$ cat src/shared/ppl_map.svh
// Address map, reset values and widths of the port pull-up block.
// Assumes a 16-bit CPU data address space with byte-wide registers.
`ifndef PPL_MAP_SVH
`define PPL_MAP_SVH
// ----------------------------------------------------------------
// Register addresses
// ----------------------------------------------------------------
`define PPL_ADDR_LAT8    16'hFF08
`define PPL_ADDR_LAT9    16'hFF09
`define PPL_ADDR_DIR8    16'hFF28
`define PPL_ADDR_DIR9    16'hFF29
`define PPL_ADDR_PU8     16'hFF38
`define PPL_ADDR_PU9     16'hFF39
// ----------------------------------------------------------------
// Reset values, widths and masks
// ----------------------------------------------------------------
`define PPL_PU_RST       8'h00
`define PPL_DIR_RST      8'hFF
`define PPL_LAT_RST      8'h00
`define PPL_RDATA_RST    8'h00
`define PPL_G8_W         2
`define PPL_G9_W         8
`define PPL_G8_PAD       6
`define PPL_G8_PAD_ZERO  6'h00
`define PPL_G8_PAD_ONE   6'h3F
`define PPL_BIT_ONE      8'h01
`endif

$ cat src/shared/ppl_pkg.sv
// Types shared by the port pull-up and latch access block.
// Assumes ppl_map.svh is on the include path.
`default_nettype none
`include "ppl_map.svh"
package ppl_pkg;
    // Register selected by the current CPU address
    typedef enum logic [2:0] {
        PPL_SEL_NONE,
        PPL_SEL_LAT8,
        PPL_SEL_LAT9,
        PPL_SEL_DIR8,
        PPL_SEL_DIR9,
        PPL_SEL_PU8,
        PPL_SEL_PU9
    } ppl_sel_e;
    typedef logic [7:0] ppl_byte_t;
endpackage : ppl_pkg
`default_nettype wire

$ cat src/shared/ppl_port_if.sv
// Carrier between the register core and one pin group's pad control.
// Assumes one clock domain; all fields are levels.
`timescale 1ns/100ps
`default_nettype none
interface ppl_port_if #(parameter int W = 8);
    logic [W-1:0] dir;     // 1 = input, 0 = output
    logic [W-1:0] latch;   // output latch contents
    logic [W-1:0] pu_sel;  // pull-up select bits
    logic [W-1:0] out;     // registered pin drive value
    logic [W-1:0] oe;      // registered output enable
    logic [W-1:0] pu_en;   // registered pull-up enable
    modport core (output dir, latch, pu_sel, input out, oe, pu_en);
    modport pad  (input dir, latch, pu_sel, output out, oe, pu_en);
endinterface : ppl_port_if
`default_nettype wire

$ cat src/rtl/ppl_port_core.sv
// Port group 8/9 pull-up select, direction and output latch access.
// Assumes the CPU presents one access per cycle on the memory bus;
// pins are external and pass through a synchroniser first.
//
// Operation
// - Group 8 pull-up select, two bits
// - Pull-up only when selected and input
// - Same gating for alternate pin functions
// - Reset clears group 8 pull-up select
// - Group 9 pull-up select, eight bits
// - Reset clears group 9 pull-up select
// - Pull-up selects take bit and byte writes
// - Output pin drives its written latch
// - Latch holds value until next write
// - Input pin write updates latch only
// - Output pin read returns latch
// - Input pin read returns pin level
// - Output pin RMW uses and stores latch
// - Input pin RMW may spoil latch only
// - Bit access runs as byte access
// - Direction 0 drives, 1 is input
`timescale 1ns/100ps
`default_nettype none
`include "ppl_map.svh"
module ppl_port_core
    import ppl_pkg::*;
(
    input  wire logic                 ref_clk_in,
    input  wire logic                 rst_in,
    input  wire logic [15:0]          cpu_addr_in,
    input  wire logic                 cpu_wr_in,
    input  wire logic                 cpu_rd_in,
    input  wire logic                 cpu_bit_in,
    input  wire logic [2:0]           cpu_bit_sel_in,
    input  wire logic [7:0]           cpu_wdata_in,
    output logic      [7:0]           cpu_rdata_out,
    output logic                      cpu_rvalid_out,
    input  wire logic [`PPL_G8_W-1:0] group8_pin_in,
    output logic      [`PPL_G8_W-1:0] group8_pin_out,
    output logic      [`PPL_G8_W-1:0] group8_pin_oe_out,
    output logic      [`PPL_G8_W-1:0] group8_pullup_out,
    input  wire logic [`PPL_G9_W-1:0] group9_pin_in,
    output logic      [`PPL_G9_W-1:0] group9_pin_out,
    output logic      [`PPL_G9_W-1:0] group9_pin_oe_out,
    output logic      [`PPL_G9_W-1:0] group9_pullup_out
);
    // ----------------------------------------------------------------
    // Register state
    // ----------------------------------------------------------------
    logic [`PPL_G8_W-1:0] pullup_select_group8_q, pullup_select_group8_d;
    logic [`PPL_G9_W-1:0] pullup_select_group9_q, pullup_select_group9_d;
    logic [`PPL_G8_W-1:0] dir8_q, dir8_d;
    logic [`PPL_G9_W-1:0] dir9_q, dir9_d;
    logic [`PPL_G8_W-1:0] lat8_q, lat8_d;
    logic [`PPL_G9_W-1:0] lat9_q, lat9_d;
    ppl_byte_t            rdata_q, rdata_d;
    logic                 rvalid_q, rvalid_d;

    // Synchronised pin levels
    logic [`PPL_G8_W-1:0] lvl8;
    logic [`PPL_G9_W-1:0] lvl9;

    // Access decode and byte views
    ppl_sel_e             sel;
    ppl_byte_t            view8_lat, view9_lat;
    ppl_byte_t            rd_view;
    ppl_byte_t            wr_val;

    // ----------------------------------------------------------------
    // Pin input synchronisers
    // ----------------------------------------------------------------
    ppl_pin_sync #(.W(`PPL_G8_W)) u_sync8 (
        .ref_clk_in (ref_clk_in),
        .rst_in     (rst_in),
        .pin_in     (group8_pin_in),
        .level_out  (lvl8)
    );
    ppl_pin_sync #(.W(`PPL_G9_W)) u_sync9 (
        .ref_clk_in (ref_clk_in),
        .rst_in     (rst_in),
        .pin_in     (group9_pin_in),
        .level_out  (lvl9)
    );

    // ----------------------------------------------------------------
    // Address decode
    // ----------------------------------------------------------------
    // Unmapped addresses select nothing and read back zero
    always_comb begin
        case (cpu_addr_in)
            `PPL_ADDR_LAT8: sel = PPL_SEL_LAT8;
            `PPL_ADDR_LAT9: sel = PPL_SEL_LAT9;
            `PPL_ADDR_DIR8: sel = PPL_SEL_DIR8;
            `PPL_ADDR_DIR9: sel = PPL_SEL_DIR9;
            `PPL_ADDR_PU8:  sel = PPL_SEL_PU8;
            `PPL_ADDR_PU9:  sel = PPL_SEL_PU9;
            default:        sel = PPL_SEL_NONE;
        endcase
    end

    // ----------------------------------------------------------------
    // Read view of each register
    // ----------------------------------------------------------------
    // Port read mixes latch (output pins) with pin level (input pins)
    always_comb begin
        view8_lat = {`PPL_G8_PAD_ZERO,
                     (dir8_q & lvl8) | (~dir8_q & lat8_q)};
        view9_lat = (dir9_q & lvl9) | (~dir9_q & lat9_q);
    end

    // Byte presented for reads and as the base of a bit access
    always_comb begin
        case (sel)
            PPL_SEL_LAT8: rd_view = view8_lat;
            PPL_SEL_LAT9: rd_view = view9_lat;
            PPL_SEL_DIR8: rd_view = {`PPL_G8_PAD_ONE, dir8_q};
            PPL_SEL_DIR9: rd_view = dir9_q;
            PPL_SEL_PU8:  rd_view = {`PPL_G8_PAD_ZERO,
                                     pullup_select_group8_q};
            PPL_SEL_PU9:  rd_view = pullup_select_group9_q;
            default:      rd_view = `PPL_RDATA_RST;
        endcase
    end

    // ----------------------------------------------------------------
    // Write value
    // ----------------------------------------------------------------
    // A bit access reads the whole byte, patches one bit and writes the
    // whole byte back. On a port this copies pin levels into the
    // latches of other input pins, which software must treat as
    // undefined; output pins keep their latch contents.
    always_comb begin
        wr_val = cpu_wdata_in;
        if (cpu_bit_in) begin
            wr_val                 = rd_view;
            wr_val[cpu_bit_sel_in] = cpu_wdata_in[0];
        end
    end

    // ----------------------------------------------------------------
    // Register next state
    // ----------------------------------------------------------------
    // Only the addressed register changes; all others hold
    always_comb begin
        pullup_select_group8_d = pullup_select_group8_q;
        pullup_select_group9_d = pullup_select_group9_q;
        dir8_d                 = dir8_q;
        dir9_d                 = dir9_q;
        lat8_d                 = lat8_q;
        lat9_d                 = lat9_q;
        if (cpu_wr_in) begin
            case (sel)
                PPL_SEL_LAT8: lat8_d = wr_val[`PPL_G8_W-1:0];
                PPL_SEL_LAT9: lat9_d = wr_val;
                PPL_SEL_DIR8: dir8_d = wr_val[`PPL_G8_W-1:0];
                PPL_SEL_DIR9: dir9_d = wr_val;
                PPL_SEL_PU8: begin
                    // Upper six bits have no storage
                    pullup_select_group8_d = wr_val[`PPL_G8_W-1:0];
                end
                PPL_SEL_PU9: begin
                    pullup_select_group9_d = wr_val;
                end
                default: begin
                end
            endcase
        end
    end

    // Register file flops; reset leaves every pin an input, no pull-up
    always_ff @(posedge ref_clk_in) begin
        if (rst_in) begin
            pullup_select_group8_q <= `PPL_G8_W'(`PPL_PU_RST);
            pullup_select_group9_q <= `PPL_PU_RST;
            dir8_q                 <= `PPL_G8_W'(`PPL_DIR_RST);
            dir9_q                 <= `PPL_DIR_RST;
            lat8_q                 <= `PPL_G8_W'(`PPL_LAT_RST);
            lat9_q                 <= `PPL_LAT_RST;
        end else begin
            pullup_select_group8_q <= pullup_select_group8_d;
            pullup_select_group9_q <= pullup_select_group9_d;
            dir8_q                 <= dir8_d;
            dir9_q                 <= dir9_d;
            lat8_q                 <= lat8_d;
            lat9_q                 <= lat9_d;
        end
    end

    // ----------------------------------------------------------------
    // Read data path
    // ----------------------------------------------------------------
    // A write in the same cycle wins; the read is dropped
    always_comb begin
        rvalid_d = cpu_rd_in && !cpu_wr_in;
        rdata_d  = rdata_q;
        if (rvalid_d) begin
            rdata_d = rd_view;
        end
    end

    always_ff @(posedge ref_clk_in) begin
        if (rst_in) begin
            rdata_q  <= `PPL_RDATA_RST;
            rvalid_q <= 1'b0;
        end else begin
            rdata_q  <= rdata_d;
            rvalid_q <= rvalid_d;
        end
    end

    assign cpu_rdata_out  = rdata_q;
    assign cpu_rvalid_out = rvalid_q;

    // ----------------------------------------------------------------
    // Pad control per group
    // ----------------------------------------------------------------
    ppl_port_if #(.W(`PPL_G8_W)) g8_if ();
    ppl_port_if #(.W(`PPL_G9_W)) g9_if ();

    // Core side of the carriers
    assign g8_if.dir    = dir8_q;
    assign g8_if.latch  = lat8_q;
    assign g8_if.pu_sel = pullup_select_group8_q;
    assign g9_if.dir    = dir9_q;
    assign g9_if.latch  = lat9_q;
    assign g9_if.pu_sel = pullup_select_group9_q;

    ppl_pad_ctl #(.W(`PPL_G8_W)) u_pad8 (
        .ref_clk_in (ref_clk_in),
        .rst_in     (rst_in),
        .port       (g8_if.pad)
    );
    ppl_pad_ctl #(.W(`PPL_G9_W)) u_pad9 (
        .ref_clk_in (ref_clk_in),
        .rst_in     (rst_in),
        .port       (g9_if.pad)
    );

    // Pin outputs come straight from pad flops
    assign group8_pin_out    = g8_if.out;
    assign group8_pin_oe_out = g8_if.oe;
    assign group8_pullup_out = g8_if.pu_en;
    assign group9_pin_out    = g9_if.out;
    assign group9_pin_oe_out = g9_if.oe;
    assign group9_pullup_out = g9_if.pu_en;
endmodule : ppl_port_core
`default_nettype wire

$ cat src/rtl/ppl_pin_sync.sv
// Three-stage pin input synchroniser with agreement filter.
// Assumes raw pins are asynchronous to ref_clk_in.
`timescale 1ns/100ps
`default_nettype none
module ppl_pin_sync #(parameter int W = 8) (
    input  wire logic         ref_clk_in,
    input  wire logic         rst_in,
    input  wire logic [W-1:0] pin_in,
    output logic      [W-1:0] level_out
);
    logic [W-1:0] s1_q, s2_q, s3_q, lvl_q;
    logic [W-1:0] s1_d, s2_d, s3_d, lvl_d;
    // Level only moves once stages two and three agree
    always_comb begin
        s1_d = pin_in;
        s2_d = s1_q;
        s3_d = s2_q;
        for (int i = 0; i < W; i++) begin
            lvl_d[i] = (s2_q[i] == s3_q[i]) ? s3_q[i] : lvl_q[i];
        end
    end
    always_ff @(posedge ref_clk_in) begin
        if (rst_in) begin
            s1_q  <= '0;
            s2_q  <= '0;
            s3_q  <= '0;
            lvl_q <= '0;
        end else begin
            s1_q  <= s1_d;
            s2_q  <= s2_d;
            s3_q  <= s3_d;
            lvl_q <= lvl_d;
        end
    end
    assign level_out = lvl_q;
endmodule : ppl_pin_sync
`default_nettype wire

$ cat src/rtl/ppl_pad_ctl.sv
// Pad control for one pin group: drive, enable and pull-up gating.
// Assumes dir, latch and pu_sel come from flops on the same clock.
`timescale 1ns/100ps
`default_nettype none
module ppl_pad_ctl #(parameter int W = 8) (
    input  wire logic ref_clk_in,
    input  wire logic rst_in,
    ppl_port_if.pad   port
);
    logic [W-1:0] out_q, oe_q, pu_q, out_d, oe_d, pu_d;
    // Driver on for direction 0; pull-up only on input pins
    always_comb begin
        out_d = port.latch;
        oe_d  = ~port.dir;
        pu_d  = port.pu_sel & port.dir;
    end
    always_ff @(posedge ref_clk_in) begin
        if (rst_in) begin
            out_q <= '0;
            oe_q  <= '0;
            pu_q  <= '0;
        end else begin
            out_q <= out_d;
            oe_q  <= oe_d;
            pu_q  <= pu_d;
        end
    end
    assign port.out   = out_q;
    assign port.oe    = oe_q;
    assign port.pu_en = pu_q;
endmodule : ppl_pad_ctl
`default_nettype wire

$ cat config.mk
export PLATFORM = sky130hd
export DESIGN_NAME = ppl_port_core
export DESIGN_NICKNAME = d
export VERILOG_FILES = /design/src/shared/ppl_pkg.sv /design/src/shared/ppl_port_if.sv /design/src/rtl/ppl_port_core.sv /design/src/rtl/ppl_pin_sync.sv /design/src/rtl/ppl_pad_ctl.sv
export VERILOG_INCLUDE_DIRS = /design/src /design/src/shared
export SDC_FILE = /design/constraint.sdc
export NUM_CORES = 1
export LEC_CHECK = 0
export ABC_AREA = 0
export BUFFER_PORTS_ARGS = -buffer_cell sky130_fd_sc_hd__buf_2
export CORE_ASPECT_RATIO = 1.75
export CORE_MARGIN = 2
export CORE_UTILIZATION = 60
export CTS_BUF_LIST = sky130_fd_sc_hd__clkbuf_4 sky130_fd_sc_hd__clkbuf_8
export DETAILED_ROUTE_END_ITERATION = 8
export GPL_TIMING_DRIVEN = 1
export PLACE_DENSITY_LB_ADDON = 0.2
export SYNTH_ARGS = -nofsm -noshare
export SYNTH_HDL_FRONTEND = slang
export SYNTH_SLANG_ARGS = --single-unit
$ cat constraint.sdc
create_clock -name ref_clk_in -period 4.05 [get_ports ref_clk_in]
set_input_delay 0.2025 -clock ref_clk_in [delete_from_list [all_inputs] [get_ports ref_clk_in]]
set_output_delay 0.2025 -clock ref_clk_in [all_outputs]
set_load 0.01 [all_outputs]
# [Word level (Yosys, flattened, before mapping)]
# Index checks and enable logic that the tools add are counted.
[totals] out_inout_bits=39 regBits=109 in_bits=42 wordCells=79
[classes] n_bitwise=10 magnitude_cmp=2 n_reduce_logical=9 mux=6 n_eq_ne=22
[op_table] op="$eq 16x16->1 const B" n=6
[op_table] op="$pmux 8 s6" n=1
[op_table] op="$and 8x8->8" n=3
[op_table] op="$pmux 3 s6" n=1
[op_table] op="$reduce_and 2->1" n=6
[op_table] op="$eq 1x1->1" n=10
[op_table] op="$eq 3x3->1 const B" n=3
[op_table] op="$bwmux 8" n=1
[op_table] op="$mux 8" n=1
[op_table] op="$not 8->8" n=1
[op_table] op="$or 8x8->8" n=1
[op_table] op="$and 2x2->2" n=3
[op_table] op="$eq 3x2->1 const B" n=2
[op_table] op="$lt 3x4->1 const B" n=1
[op_table] op="$demux 1 s3" n=1
[op_table] op="$eq 3x1->1 const B" n=1
[op_table] op="$ge 3x1->1 const B" n=1
[op_table] op="$logic_and 1x1->1" n=2
[op_table] op="$not 2->2" n=1
[op_table] op="$or 2x2->2" n=1
[op_table] op="$logic_not 1->1" n=1
[op_table] op="$mux 1" n=1

# [Logic depth before layout (Yosys ltp)]
[depth] word_depth=6 depth_mapped=7 mapped_depth_nobuf=6

# [Modules after synthesis]
# Synthesis repeated with hierarchy kept, for this count alone.
[hier_totals] hier_cells=446 hier_area_um2=4247.8
[by_module_without_submodules] mod="ppl_port_core" cells_each=281 instances=1 area_per_inst_um2=2288.4 seq_area_each_um2=780.7
[by_module_without_submodules] mod="ppl_pin_sync (u_sync9)" cells_each=83 instances=1 area_per_inst_um2=923.4 seq_area_each_um2=640.6
[by_module_without_submodules] mod="ppl_pad_ctl (u_pad9)" cells_each=50 instances=1 area_per_inst_um2=643.1 seq_area_each_um2=480.5
[by_module_without_submodules] mod="ppl_pin_sync (u_sync8)" cells_each=20 instances=1 area_per_inst_um2=227.7 seq_area_each_um2=160.2
[by_module_without_submodules] mod="ppl_pad_ctl (u_pad8)" cells_each=12 instances=1 area_per_inst_um2=165.2 seq_area_each_um2=120.1

# [Worst setup path after synthesis]
# OpenSTA, ideal clock, no wires.
[synth_timing] path_type="input -> register" start="in cpu_addr_in[4]" end="reg lat9_q[3], in the netlist g9_if.latch[3]" slack_ps=2301 arrival_time_ps=1679 cell_stages=7 t_required_ps=3979 cell_sequence="buf_6 or4_4 nor4_4 and2_2 buf_2 nand3_1 a21oi_1"
[synth_via] elab_chain_len=6 word_cells_on_any_way=17 cone_classes="12 x eq/ne; 4 x mux; 1 x reduce/logical"
[synth_rtl] element="start, declared" line_no="ppl_port_core.sv:30" text="input wire logic [15:0] cpu_addr_in,"
[synth_rtl] element="$eq 16x16->1" line_no="ppl_port_core.sv:90" text="case (cpu_addr_in)"
[synth_rtl] element="$pmux 3 s6 (*)" line_no="ppl_port_core.sv:90"
[synth_rtl] element="$eq 3x3->1, or another cell as far along" line_no="ppl_port_core.sv:113" text="case (sel)"
[synth_rtl] element="$pmux 8 s6" line_no="ppl_port_core.sv:113"
[synth_rtl] element="$bwmux 8" line_no="ppl_port_core.sv:136" text="wr_val[cpu_bit_sel_in] = cpu_wdata_in[0];"
[synth_rtl] element="$mux 8" line_no="ppl_port_core.sv:134" text="if (cpu_bit_in) begin"
[synth_rtl] element="end signal, assigned" line_no="ppl_port_core.sv:178" text="lat9_q <= `PPL_LAT_RST;"
[synth_rtl] element="end signal, assigned" line_no="ppl_port_core.sv:185" text="lat9_q <= lat9_d;"
[synth_rtl] element="end, declared" line_no="ppl_port_core.sv:55" text="logic [`PPL_G9_W-1:0] lat9_q, lat9_d;"
# Mark *: on every way between the ends. The rest lies on a longest branch, timed or not.
# A chain may end at the register's enable or synchronous reset.

# [Final worst setup path]
[layout_timing] start="in cpu_addr_in[2]" end="reg lat9_q[6], in the netlist g9_if.latch[6]"
# Same word-level chain as after synthesis.

==> impl_metrics.json <==
{
  "status": "complete, no violations",
  "io_pins": 81,
  "cts_tree": "done",
  "clkLatencyLatePin_ns": 0.38,
  "drv_cap": 0,
  "critPathRequiredTime_ns": 4.35,
  "leakagePower_nw": 1.96,
  "async_reset_ff_share_pct": 0,
  "ctsHoldBuffers": 0,
  "postSynthAreaPerCell_um2": 9.21,
  "finalNonFillerCells": 594,
  "hold_class": "in -> reg",
  "synth.net_count": 479,
  "ys.flop_type": "dfxtp_1",
  "period_minus_slack_ns": 2.15,
  "drtPass1Iterations": 5,
  "setup_violations": 0,
  "grt_first_pass_wirelength_um": 15100,
  "gp_congestion": 0.886,
  "antenna_found_initial": 0,
  "ys_top_cells_by_area": "dfxtp_1 54%, nor2b_1 6.8%, nand2_1 3.9%",
  "start_util_pct": 62.0,
  "rows": 39,
  "crit_type": "in -> reg",
  "coreArea_mm2": 0.00649,
  "powerDensity_mw_per_mm2": 398,
  "endpoint_kind": "flop",
  "tns_ns": 0,
  "grt_pass1_vias": 3287,
  "final_max_slew_viol_count": 0,
  "peakVddDrop_uv": 284,
  "finClkSkew_ns": 0.00745,
  "finalHoldViolCount": 0,
  "ant_nets": 0,
  "cp_max_fo": 6,
  "vias": 3489,
  "grt_remaining_overflow": 0,
  "n_fill_cell": 512,
  "cts_setup_buffers": 0,
  "clock-root-buffer": "clkbuf_8",
  "cp-start-kind": "input pin",
  "rsz0062_at_grt": "no",
  "syn_to_final_growth_pct": 15.0,
  "synth_cell_types": 45,
  "syn_area_mm2": 0.00402,
  "postSynthCellCount": 437,
  "dp_cells": 578,
  "drt-total-wl_um": 9380,
  "htree_levels": 3,
  "ys_warn_count": 0,
  "fin_nets": 549,
  "ys_seq_area_share_pct": 54.2,
  "grt_max_degree": 81,
  "clk_pin_slew_worst_paths_ns": 0.10,
  "tightest_slew_ns": 1.32,
  "synth_top_cell_by_area": "dfxtp_1",
  "drt-vias-per-instance": 5.87,
  "wl_per_cell_um": 15.8,
  "arrival_ns": 2.45,
  "num_antenna_cells": 0,
  "cts_sinks": 109,
  "die-area_mm2": 0.00740,
  "numCtsBuffers": 9,
  "relSlewSlack_pct": 11.5,
  "min_period_over_period_pct": 53.2,
  "synth-seq-cells": 109,
  "synth_edf_count": 0,
  "dp_hpwl_um": 6550,
  "grt_usage_pct": 26.6,
  "die_w_um": 65.9,
  "port-buffer-count": 80,
  "fmax_ghz": 0.464,
  "drive_above_1_share_pct": 22.7,
  "cts-resized-gates": 0,
  "synth_top_area_share_pct": 54.2,
  "clock_path_buffers": 2,
  "drtIter0Drc": 356,
  "die_h_um": 112,
  "drc": 0
}
==> metal layers <==
layer | global-route usage, % | share of wire [%]
met1 | 32.2 | 39
met2 | 40.6 | 49
met3 | 7.01 | 8.0
met4 | 17.9 | 4.3
met5 | 0 | 0
==> placed cells by master (no fill, tap or decap), drive strengths merged, types with 5 or more instances in the layout <==
cell	synthesis	routed
buf	7	81
dfxtp	109	109
o21ai	26	26
nor2b	44	44
clkbuf	15	9
a31oi	13	13
o211ai	6	6
nor4	7	7
nand4	7	7
nand3	29	29
nor2	38	38
mux2	6	6
nand2	42	42
clkinv	0	5
inv	10	11
a21oi	26	26
a32oi	7	7
and3	13	13
==> logic make-up (layout without fill, tap and decap cells) <==
group	after synthesis	count (layout)	share of synthesized area, %
AND/OR/NAND/NOR	202	202	27.3
flip-flops	109	109	54.2
AO/OA/AOI/OAI	85	85	12.8
buffers and inverters	32	107	3.30
multiplexers	9	9	2.43
==> critical path: stages <==
cell and delay (ns):
buf_2 0.11, nand4b_1 0.33, nor4_1 1.14, nand2_1 0.19, nand4_1 0.20, nand3_1 0.09, a21oi_1 0.19
==> cells in the mapped netlist, drive strengths merged, types with 2 or more instances <==
| master | count |
|---|---|
| a21oi | 26 |
| a31oi | 13 |
| a32oi | 7 |
| a41oi | 3 |
| and2 | 2 |
| and3 | 13 |
| buf | 7 |
| clkbuf | 15 |
| dfxtp | 109 |
| inv | 10 |
| mux2 | 6 |
| mux2i | 3 |
| nand2 | 42 |
| nand2b | 3 |
| nand3 | 29 |
| nand4 | 7 |
| nand4b | 2 |
| nor2 | 38 |
| nor2b | 44 |
| nor3 | 4 |
| nor4 | 7 |
| o211ai | 6 |
| o21ai | 26 |
| or2 | 2 |
| or3b | 2 |
| or4 | 2 |
==> metrics by stage <==
| step | util, % | worst slack (ns) | area (µm²) | power (mW) | hold WS (ns) |
|---|---|---|---|---|---|
| final | 71.3 | 1.90 | 4630 | 1.84 | 0.0252 |
| after detailed placement | 68.4 | 1.64 | 4440 | 1.23 | 0.416 |
| after CTS | 71.3 | 2.03 | 4630 | 1.85 | 0.0130 |
| after floorplan | - | 2.30 | 4020 | 1.19 | 0.331 |
| after global placement | 68.4 | 1.77 | 4440 | 1.23 | 0.410 |
| after global routing | 71.3 | 1.85 | 4630 | 1.90 | 0.0310 |
==> sequential cells by signal, indices dropped and copies added (netlist names), 8 cells and up <==
register and cells:
u_sync9.s3_q 8, u_sync9.level_out 8, g9_if.latch 8, u_sync9.s2_q 8
u_pad9.port.out 8, u_sync9.s1_q 8, g9_if.pu_sel 8, dir9_q 8
u_pad9.port.oe 8, u_pad9.port.pu_en 8, cpu_rdata_out 8
==> where the power goes <==
group	switching, mW	internal (mW)
Combinational	0.0719	0.0424
Clock	0.349	0.283
Sequential	0.00620	1.09
==> final timing paths <==
path / from / end / slack, ns / depth (start not counted)
setup / recovery: cpu_addr_in[2] / g9_if.latch[6]$_SDFFE_PP0P_ / 1.90 / 7
hold / removal: group9_pin_in[2] / u_sync9.s1_q[2]$_SDFF_PP0_ / 0.03 / 2
setup reg to reg: dir8_q[1]$_SDFFE_PP1P_ / g8_if.latch[1]$_SDFFE_PP0P_ / 2.18 / 6
hold reg to reg: dir9_q[5]$_SDFFE_PP1P_ / u_pad9.port.oe[5]$_SDFF_PP0_ / 0.44 / 1
==> cell type report <==
| class | count | area (µm²) | share of cell area, % |
|---|---|---|---|
| multi-input combinational | 296 | 1710 | 36.9 |
| timing repair buffer | 81 | 408 | 8.82 |
| clock buffer | 9 | 124 | 2.68 |
| tap | 82 | 103 | 2.22 |
| clock inverter | 7 | 63.8 | 1.38 |
| inverter | 10 | 37.5 | 0.811 |
| sequential | 109 | 2180 | 47.2 |
Power figures use the tool's default switching activity.
